`config.mk`:
```
export PLATFORM = sky130hd
export DESIGN_NAME = clktd_top
export DESIGN_NICKNAME = d
export VERILOG_FILES = /design/src/clktd_pkg.sv /design/src/clktd_div.sv /design/src/clktd_top.sv
export SDC_FILE = /design/constraint.sdc
export NUM_CORES = 1
export LEC_CHECK = 0
export BUFFER_PORTS_ARGS = -buffer_cell sky130_fd_sc_hd__buf_2
export CORE_ASPECT_RATIO = 0.5
export CORE_MARGIN = 3
export CORE_UTILIZATION = 54
export DETAILED_ROUTE_END_ITERATION = 10
export PLACE_DENSITY_LB_ADDON = 0.12
export SYNTH_ARGS = -nofsm -noshare
export SYNTH_HDL_FRONTEND = slang
export SYNTH_SLANG_ARGS = --single-unit
```
`constraint.sdc`:
```
create_clock -name clk_i -period 3.5 [get_ports clk_i]
set_clock_uncertainty 0.1 [all_clocks]
set_input_delay 0.35 -clock clk_i [delete_from_list [all_inputs] [get_ports clk_i]]
set_output_delay 0.35 -clock clk_i [all_outputs]
set_load 0.1 [all_outputs]
```
`src/clktd_pkg.sv`:
```
/*
 * clktd_pkg: constants and types shared by the clock trim, divider and
 * failure detector block.
 * assumes a byte-wide register port and one system clock for all logic.
 */
package clktd_pkg;

   // ==========================================================
   // register map
   localparam logic [7:0] OSC_TRIM_OFS    = 8'h66;
   localparam logic [7:0] CLK_DIV_OFS     = 8'h61;
   localparam logic [7:0] FAIL_STATUS_OFS = 8'h62;

   // ==========================================================
   // field positions
   localparam int TRIM_RANGE_BIT   = 7;
   localparam int DIV_UNLOCK_BIT   = 7;
   localparam int FAIL_FLAG_BIT    = 1;
   localparam int FAIL_IRQ_EN_BIT  = 0;

   // ==========================================================
   // values and counts
   localparam logic [7:0] DIV_UNLOCK_KEY   = 8'h80;
   localparam logic [3:0] DIV_SEL_DIV1     = 4'h0;
   localparam logic [3:0] DIV_SEL_DIV8     = 4'h3;
   localparam logic [3:0] DIV_SEL_MAX      = 4'h8;
   localparam logic [3:0] SAFE_CLK_SRC     = 4'h2;
   localparam logic [2:0] UNLOCK_CYCLES    = 3'h4;
   localparam int         FAIL_TICKS       = 4;
   localparam int         STARTUP_TICKS    = 16;

   // ==========================================================
   // register port request
   typedef struct packed {
      logic [7:0] addr;
      logic [7:0] wdata;
      logic       wr;
      logic       rd;
   } clktd_bus_req_s;

   typedef enum logic [1:0] {
      DET_OFF,
      DET_BLANK,
      DET_WATCH,
      DET_FAILED
   } clktd_det_e;

endpackage : clktd_pkg

```
`src/clktd_div.sv`:
```
/*
 * clktd_div: power-of-two divider producing a one-cycle clock enable.
 * assumes the source clock is clk_i; a new setting is adopted only at
 * the end of the running period so no short period is ever produced.
 */
`timescale 1ns/1ns
module clktd_div (
   input  wire logic       clk_i,
   input  wire logic       resetn_i,
   input  wire logic [3:0] sel_i,
   output logic            tick_o
);

   logic [7:0] cnt;
   logic [7:0] next_cnt;
   logic [3:0] act_sel;
   logic [3:0] next_act_sel;
   logic       next_tick;

   function automatic logic [7:0] clktd_last(input logic [3:0] s);
      logic [3:0] c;
      c = (s > clktd_pkg::DIV_SEL_MAX) ? clktd_pkg::DIV_SEL_MAX : s;
      clktd_last = 8'(((9'h001 << c) - 9'h001));
   endfunction : clktd_last

   // ==========================================================
   // period counter
   always_comb begin
      next_cnt     = cnt + 8'h01;
      next_act_sel = act_sel;
      next_tick    = 1'b0;
      if (cnt >= clktd_last(act_sel)) begin
         next_cnt     = 8'h00;
         next_tick    = 1'b1;
         next_act_sel = sel_i;
      end
   end

   always_ff @(posedge clk_i) begin
      if (!resetn_i) begin
         cnt     <= 8'h00;
         act_sel <= sel_i;
         tick_o  <= 1'b0;
      end else begin
         cnt     <= next_cnt;
         act_sel <= next_act_sel;
         tick_o  <= next_tick;
      end
   end

endmodule : clktd_div

```
`src/clktd_top.sv`:
```
/*
 * clktd_top: oscillator trim register, guarded system clock divider and
 * external oscillator failure detector with fallback to the RC clock.
 * assumes all inputs synchronous to clk_i; the 128kHz oscillator is seen
 * as a one-cycle tick, the external oscillator as a sampled level.
 */
// The address-and-strobe port was left to the implementer.
`timescale 1ns/1ns
module clktd_top #(
   parameter int FAIL_TICKS    = clktd_pkg::FAIL_TICKS,
   parameter int STARTUP_TICKS = clktd_pkg::STARTUP_TICKS
) (
   input  wire logic                      clk_i,
   input  wire logic                      resetn_i,
   input  wire clktd_pkg::clktd_bus_req_s bus_i,
   output logic [7:0]                     rdata_o,
   input  wire logic [7:0]                factory_trim_i,
   input  wire logic                      div8_default_fuse_i,
   input  wire logic                      fail_detect_fuse_i,
   input  wire logic                      xosc_clk_i,
   input  wire logic                      lfosc_tick_i,
   input  wire logic                      deep_sleep_i,
   output logic [7:0]                     osc_trim_o,
   output logic                           sys_clk_en_o,
   output logic                           lfosc_enable_o,
   output logic                           rc_fallback_en_o,
   output logic                           safe_clk_sel_o,
   output logic [3:0]                     clk_src_code_o,
   output logic                           fail_irq_o
);

   localparam int CW = 8;

   // ==========================================================
   // state
   logic [7:0]            trim;
   logic [7:0]            next_trim;
   logic [3:0]            div_select;
   logic [3:0]            next_div_select;
   logic                  div_change_unlock;
   logic                  next_div_change_unlock;
   logic [2:0]            unlock_cnt;
   logic [2:0]            next_unlock_cnt;
   logic                  fail_flag;
   logic                  next_fail_flag;
   logic                  fail_irq_enable;
   logic                  next_fail_irq_enable;
   logic [7:0]            next_rdata;
   clktd_pkg::clktd_det_e det;
   clktd_pkg::clktd_det_e next_det;
   logic [CW-1:0]         tick_cnt;
   logic [CW-1:0]         next_tick_cnt;
   logic                  xosc_q;
   logic                  next_xosc_q;
   logic                  xosc_moved;
   logic [7:0]            next_osc_trim;
   logic                  next_lfosc_enable;
   logic                  next_rc_fallback_en;
   logic                  next_safe_clk_sel;
   logic [3:0]            next_clk_src_code;
   logic                  next_fail_irq;
   logic                  det_failing;
   logic                  wr_trim;
   logic                  wr_div;
   logic                  wr_fail;

   function automatic logic clktd_hit(input logic [7:0] a,
                                      input logic [7:0] o);
      clktd_hit = (a == o);
   endfunction : clktd_hit

   assign wr_trim = bus_i.wr && clktd_hit(bus_i.addr,
                                          clktd_pkg::OSC_TRIM_OFS);
   assign wr_div  = bus_i.wr && clktd_hit(bus_i.addr,
                                          clktd_pkg::CLK_DIV_OFS);
   assign wr_fail = bus_i.wr && clktd_hit(bus_i.addr,
                                          clktd_pkg::FAIL_STATUS_OFS);

   // ==========================================================
   // oscillator trim, reloaded with the factory value in reset
   always_comb begin
      next_trim = trim;
      if (wr_trim) begin
         next_trim = bus_i.wdata;
      end
   end

   always_ff @(posedge clk_i) begin
      if (!resetn_i) begin
         trim <= factory_trim_i;
      end else begin
         trim <= next_trim;
      end
   end

   // ==========================================================
   // divider select behind the timed unlock sequence
   always_comb begin
      next_div_select        = div_select;
      next_div_change_unlock = div_change_unlock;
      next_unlock_cnt        = unlock_cnt;
      // unlock window counts down and closes by itself
      if (div_change_unlock) begin
         next_unlock_cnt = unlock_cnt - 3'h1;
         if (unlock_cnt == 3'h1) begin
            next_div_change_unlock = 1'b0;
         end
      end
      // only the bare key opens the window; a repeat inside it is ignored
      if (wr_div) begin
         if (bus_i.wdata == clktd_pkg::DIV_UNLOCK_KEY) begin
            if (!div_change_unlock) begin
               next_div_change_unlock = 1'b1;
               next_unlock_cnt        = clktd_pkg::UNLOCK_CYCLES;
            end
         end else if (!bus_i.wdata[clktd_pkg::DIV_UNLOCK_BIT]
                      && div_change_unlock) begin
            next_div_select        = bus_i.wdata[3:0];
            next_div_change_unlock = 1'b0;
            next_unlock_cnt        = 3'h0;
         end
      end
      // failure forces RC/8 so the fallback runs at 1MHz
      if (det_failing) begin
         next_div_select = clktd_pkg::DIV_SEL_DIV8;
      end
   end

   always_ff @(posedge clk_i) begin
      if (!resetn_i) begin
         div_select        <= div8_default_fuse_i ?
                              clktd_pkg::DIV_SEL_DIV8 :
                              clktd_pkg::DIV_SEL_DIV1;
         div_change_unlock <= 1'b0;
         unlock_cnt        <= 3'h0;
      end else begin
         div_select        <= next_div_select;
         div_change_unlock <= next_div_change_unlock;
         unlock_cnt        <= next_unlock_cnt;
      end
   end

   // ==========================================================
   // failure interrupt enable, set-only
   always_comb begin
      next_fail_irq_enable = fail_irq_enable;
      if (wr_fail && bus_i.wdata[clktd_pkg::FAIL_IRQ_EN_BIT]) begin
         next_fail_irq_enable = 1'b1;
      end
   end

   always_ff @(posedge clk_i) begin
      if (!resetn_i) begin
         fail_irq_enable <= 1'b0;
      end else begin
         fail_irq_enable <= next_fail_irq_enable;
      end
   end

   // ==========================================================
   // read port
   always_comb begin
      next_rdata = 8'h00;
      if (bus_i.rd) begin
         if (clktd_hit(bus_i.addr, clktd_pkg::OSC_TRIM_OFS)) begin
            next_rdata = trim;
         end else if (clktd_hit(bus_i.addr, clktd_pkg::CLK_DIV_OFS)) begin
            next_rdata[clktd_pkg::DIV_UNLOCK_BIT] = div_change_unlock;
            next_rdata[3:0]                       = div_select;
         end else if (clktd_hit(bus_i.addr,
                                clktd_pkg::FAIL_STATUS_OFS)) begin
            next_rdata[clktd_pkg::FAIL_FLAG_BIT]   = fail_flag;
            next_rdata[clktd_pkg::FAIL_IRQ_EN_BIT] = fail_irq_enable;
         end
      end
   end

   always_ff @(posedge clk_i) begin
      if (!resetn_i) begin
         rdata_o <= 8'h00;
      end else begin
         rdata_o <= next_rdata;
      end
   end

   // ==========================================================
   // failure detector, timed by the 128kHz tick
   // a failure needs FAIL_TICKS slow ticks with the level held; any
   // change of the oscillator level restarts the count
   assign xosc_moved  = xosc_clk_i ^ xosc_q;
   assign det_failing = (det == clktd_pkg::DET_WATCH) && lfosc_tick_i
                        && (tick_cnt >= CW'(FAIL_TICKS - 1))
                        && !xosc_moved;

   always_comb begin
      next_det      = det;
      next_tick_cnt = tick_cnt;
      unique case (det)
         clktd_pkg::DET_OFF: begin
            next_tick_cnt = '0;
            if (fail_detect_fuse_i && !deep_sleep_i) begin
               next_det = clktd_pkg::DET_BLANK;
            end
         end
         clktd_pkg::DET_BLANK: begin
            if (lfosc_tick_i) begin
               next_tick_cnt = tick_cnt + CW'(1);
            end
            if (lfosc_tick_i
                && tick_cnt >= CW'(STARTUP_TICKS - 1)) begin
               next_det      = clktd_pkg::DET_WATCH;
               next_tick_cnt = '0;
            end
         end
         clktd_pkg::DET_WATCH: begin
            if (xosc_moved) begin
               next_tick_cnt = '0;
            end else if (lfosc_tick_i) begin
               next_tick_cnt = tick_cnt + CW'(1);
            end
            if (det_failing) begin
               next_det = clktd_pkg::DET_FAILED;
            end
         end
         clktd_pkg::DET_FAILED: begin
            next_det = clktd_pkg::DET_FAILED;
         end
      endcase
      if (deep_sleep_i && det != clktd_pkg::DET_FAILED) begin
         next_det      = clktd_pkg::DET_OFF;
         next_tick_cnt = '0;
      end
   end

   always_ff @(posedge clk_i) begin
      if (!resetn_i) begin
         det      <= clktd_pkg::DET_OFF;
         tick_cnt <= '0;
      end else begin
         det      <= next_det;
         tick_cnt <= next_tick_cnt;
      end
   end

   // ==========================================================
   // failure flag, set by the detector and cleared only by reset
   always_comb begin
      next_fail_flag = fail_flag;
      if (det_failing) begin
         next_fail_flag = 1'b1;
      end
   end

   always_ff @(posedge clk_i) begin
      if (!resetn_i) begin
         fail_flag <= 1'b0;
      end else begin
         fail_flag <= next_fail_flag;
      end
   end

   // ==========================================================
   // oscillator level one cycle old, so any change counts as activity
   always_comb begin
      next_xosc_q = xosc_clk_i;
   end

   always_ff @(posedge clk_i) begin
      if (!resetn_i) begin
         xosc_q <= 1'b0;
      end else begin
         xosc_q <= next_xosc_q;
      end
   end

   // ==========================================================
   // outputs
   always_comb begin
      next_osc_trim       = trim;
      next_lfosc_enable   = fail_detect_fuse_i && !deep_sleep_i;
      next_rc_fallback_en = fail_flag;
      next_safe_clk_sel   = fail_flag;
      if (fail_flag) begin
         next_clk_src_code = clktd_pkg::SAFE_CLK_SRC;
      end else begin
         next_clk_src_code = 4'h0;
      end
      next_fail_irq       = fail_flag && fail_irq_enable;
   end

   always_ff @(posedge clk_i) begin
      if (!resetn_i) begin
         osc_trim_o       <= 8'h00;
         lfosc_enable_o   <= 1'b0;
         rc_fallback_en_o <= 1'b0;
         safe_clk_sel_o   <= 1'b0;
         clk_src_code_o   <= 4'h0;
         fail_irq_o       <= 1'b0;
      end else begin
         osc_trim_o       <= next_osc_trim;
         lfosc_enable_o   <= next_lfosc_enable;
         rc_fallback_en_o <= next_rc_fallback_en;
         safe_clk_sel_o   <= next_safe_clk_sel;
         clk_src_code_o   <= next_clk_src_code;
         fail_irq_o       <= next_fail_irq;
      end
   end

   clktd_div u_div (
      .clk_i    (clk_i),
      .resetn_i (resetn_i),
      .sel_i    (div_select),
      .tick_o   (sys_clk_en_o)
   );

endmodule : clktd_top

```
==> flow_metrics.tcl <==
set metrics [dict create \
    io_buffers 54 \
    placed_cells 401 \
    setup_viol 0 \
    htreeDepth 3 \
    fin_util_pct 66.9 \
    avgSynthCellArea_um2 10.2 \
    maxCapViolations 0 \
    ys_types 46 \
    nets 396 \
    synth_warnings 0 \
    cts.repair.resized 0 \
    relSlewSlack_pct 35.9 \
    internal_power_w 0.00108 \
    end_kind "register" \
    async_flop_share_pct 0 \
    core_area_um2 5040 \
    place.gp.congestion 0.889 \
    crit_fanout 12 \
    synth_top_cell_area_share_pct 31.1 \
    power_leakage_nw 1.44 \
    antennaDiodeCount 0 \
    tightest_slew_ns 0.958 \
    drtIter0Drc 144 \
    clk_pin_slew_worst_paths_ns 0.07 \
    p_clk_share_pct 35.8 \
    setup_tns_ns 0 \
    initial_core_util_pct 57.3 \
    cp_slowest_stage_delay_ns 0.76 \
    area_growth_pct 16.7 \
    critPathLaunchType "register" \
    p_seq_share_pct 51.2 \
    vias 2255 \
    overflow 0 \
    slew_violations 0 \
    synth.cell_area_um2 2890 \
    p_comb_share_pct 13.0 \
    power_switching_share_pct 28.9 \
    drt-total-wl_um 5800 \
    dieHeight_um 57.8 \
    cp_top_family "compound AO/OA/AOI/OAI gates" \
    cts_hold_buf 0 \
    rrSetupSlack_ns 0.30 \
    crit_cells 10 \
    total_power_w 0.00151 \
    rsz0062_at_grt "no" \
    dieArea_um2 6320 \
    via_per_inst 5.41 \
    ys_seq_area_share_pct 47.8 \
    synth_area_leaders "dfxtp_1 (31%), edfxtp_1 (17%), ha_1 (9.1%), mux2_2 (3.5%), and2_1 (3.5%)" \
    cts_setup_buffers 0 \
    hpwl_um 4440 \
    cts_tree "done" \
    critical_path_class "reg -> reg" \
    drtPass1Iterations 4 \
    clock_sinks 61 \
    first_global_vias 2221 \
    fp-row-count 18 \
    synth-edff-count 16 \
    clockBufferDepth 2 \
    period_needed_ns 3.20 \
    p_per_area_nw_per_um2 449 \
    grt_pass1_wl_um 9760 \
    ff2ff_path_depth 10 \
    wl_per_cell_um 13.9 \
    arrival_ns 3.05 \
    grtUsageTotal_pct 19.7 \
    pin_count 58 \
    chipWidth_um 110 \
    finalHoldViolCount 0 \
    ir_worst_vdd_uv 273 \
    switching_power_w 0.000438 \
    crit_buf_inv 0 \
    worst_slack_ns 0.304 \
    worstHoldPathType "in -> reg" \
    crit_end "u_div.act_sel[2]$_DFFE_PP_" \
    drive_gt1_share_pct 24.8 \
    numCtsBuffers 9 \
    synth_area_leader_cell "dfxtp_1" \
    grt_start_max_net_pins 40 \
    max_freq_mhz 313 \
    stdcell_count 417 \
    worst_path_max_delay_cell "o211ai_1" \
    cts-root-buf "clkbuf_8" \
    drtAntennaViolNets 0 \
    clk-insertion-delay-late_ns 0.33 \
    r2r_end "u_div.act_sel[2]$_DFFE_PP_" \
    synth-seq-cells 61 \
    synthCells 285 \
    drc 0 \
    yosys_most_used_dff "dfxtp_1" \
    timing.rr.start "u_div.act_sel[2]$_DFFE_PP_" \
    antenna_found_initial 0 \
    dp_slack_ns 0.333 \
    critical_path.startpoint "u_div.act_sel[2]$_DFFE_PP_" \
    crit_chain "nor2_1, nand3_1, ha_1, nor3_1, a21oi_1, o21a_1, ha_1, and3_1, nand2_1, o211ai_1" \
    period_share_pct 91.3 \
    critPathRequiredTime_ns 3.36 \
    status "complete, no violations" \
    crit_top_cell "ha_1" \
]
==> synth_stat cells, drive strengths merged, types with 2 or more instances <==
cell type and n:
a221oi 2, and2 16, nand2 14, nor4 2
nor4b 3, o21a 4, and3 8, o21ai 7
dfxtp 45, xnor2 8, nand3 16, nand2b 9
ha 21, buf 7, mux2i 2, a22o 4
o211ai 2, edfxtp 16, a21oi 10, xor2 6
clkbuf 4, nor3 17, o22a 2, nor2 22
mux2 9, inv 12, a211oi 2
==> cells by family after synthesis <==
kind of cell    synth area share [%]
compound gates                  10.0
xor+xnor                        4.24
fa+ha+maj                       9.08
buf+inv                         3.76
flops                           47.8
mux                             4.20
other cells                    0.130
simple gates                    20.8
==> sequential cells by signal, indices dropped and copies added, names as in the netlist <==
register / cells
clk_src_code_o: 1
det: 2
div_change_unlock: 1
div_select: 4
fail_flag: 1
fail_irq_enable: 1
fail_irq_o: 1
lfosc_enable_o: 1
next_osc_trim: 8
osc_trim_o: 8
rdata_o: 8
tick_cnt: 8
u_div.act_sel: 4
u_div.cnt: 8
u_div.tick_o: 1
unlock_cnt: 3
xosc_q: 1
==> through the flow <==
stage | hold WS (ns) | cell area, µm²
2_1_floorplan | 0.326 | 2900
3_3_place_gp | 0.350 | 3200
3_5_place_dp | 0.355 | 3200
4_1_cts | 0.0880 | 3380
5_1_grt | 0.0953 | 3380
6_report | 0.103 | 3380
==> power groups by stage <==
stage	registers [W]	clock network (W)	logic [W]
5_1_grt	0.000779	0.000587	0.000215
4_1_cts	0.000776	0.000557	0.000198
3_5_place_dp	0.000792	0	0.000197
3_3_place_gp	0.000789	0	0.000191
6_report	0.000776	0.000542	0.000197
2_1_floorplan	0.000837	0	0.0000983
==> how the worst min path moves through the flow <==
stage	from	to	cells past startpoint
2_1_floorplan	deep_sleep_i	lfosc_enable_o$_SDFF_PN0_	1
3_3_place_gp	next_osc_trim[5]$_DFFE_PP_	rdata_o[5]$_SDFF_PN0_	1
3_5_place_dp	next_osc_trim[6]$_DFFE_PP_	rdata_o[6]$_SDFF_PN0_	1
4_1_cts	deep_sleep_i	lfosc_enable_o$_SDFF_PN0_	2
5_1_grt	deep_sleep_i	lfosc_enable_o$_SDFF_PN0_	2
6_report	deep_sleep_i	lfosc_enable_o$_SDFF_PN0_	2
==> layout make-up <==
type	instances	area, µm²
Clock buffer	9	124
Clock inverter	7	50.0
Fill cell	417	1670
Inverter	12	45.0
Multi-Input combinational cell	203	1410
Sequential cell	61	1380
Tap cell	70	87.6
Timing Repair Buffer	55	278
==> metal layers <==
layer	global-route usage [%]	wire [µm]	vias to the layer above
li1	-	-	1118
met1	22.9	2530	1081
met2	35.5	2920	54
met3	6.34	328	2
met4	4.97	19	0
met5	0	0	-
==> cell usage in the layout (no fill, tap or decap), drive strengths merged, types with 7 or more instances in the layout <==
master,Yosys,final
nand2b,9,9
a21oi,10,10
nand3,16,16
nand2,14,14
inv,12,14
dfxtp,45,45
buf,7,55
ha,21,21
clkbuf,4,9
and2,16,16
and3,8,8
edfxtp,16,16
xnor2,8,8
nor3,17,17
o21ai,7,7
nor2,22,22
mux2,9,9
Note: power is estimated with default switching activity, not from simulation.
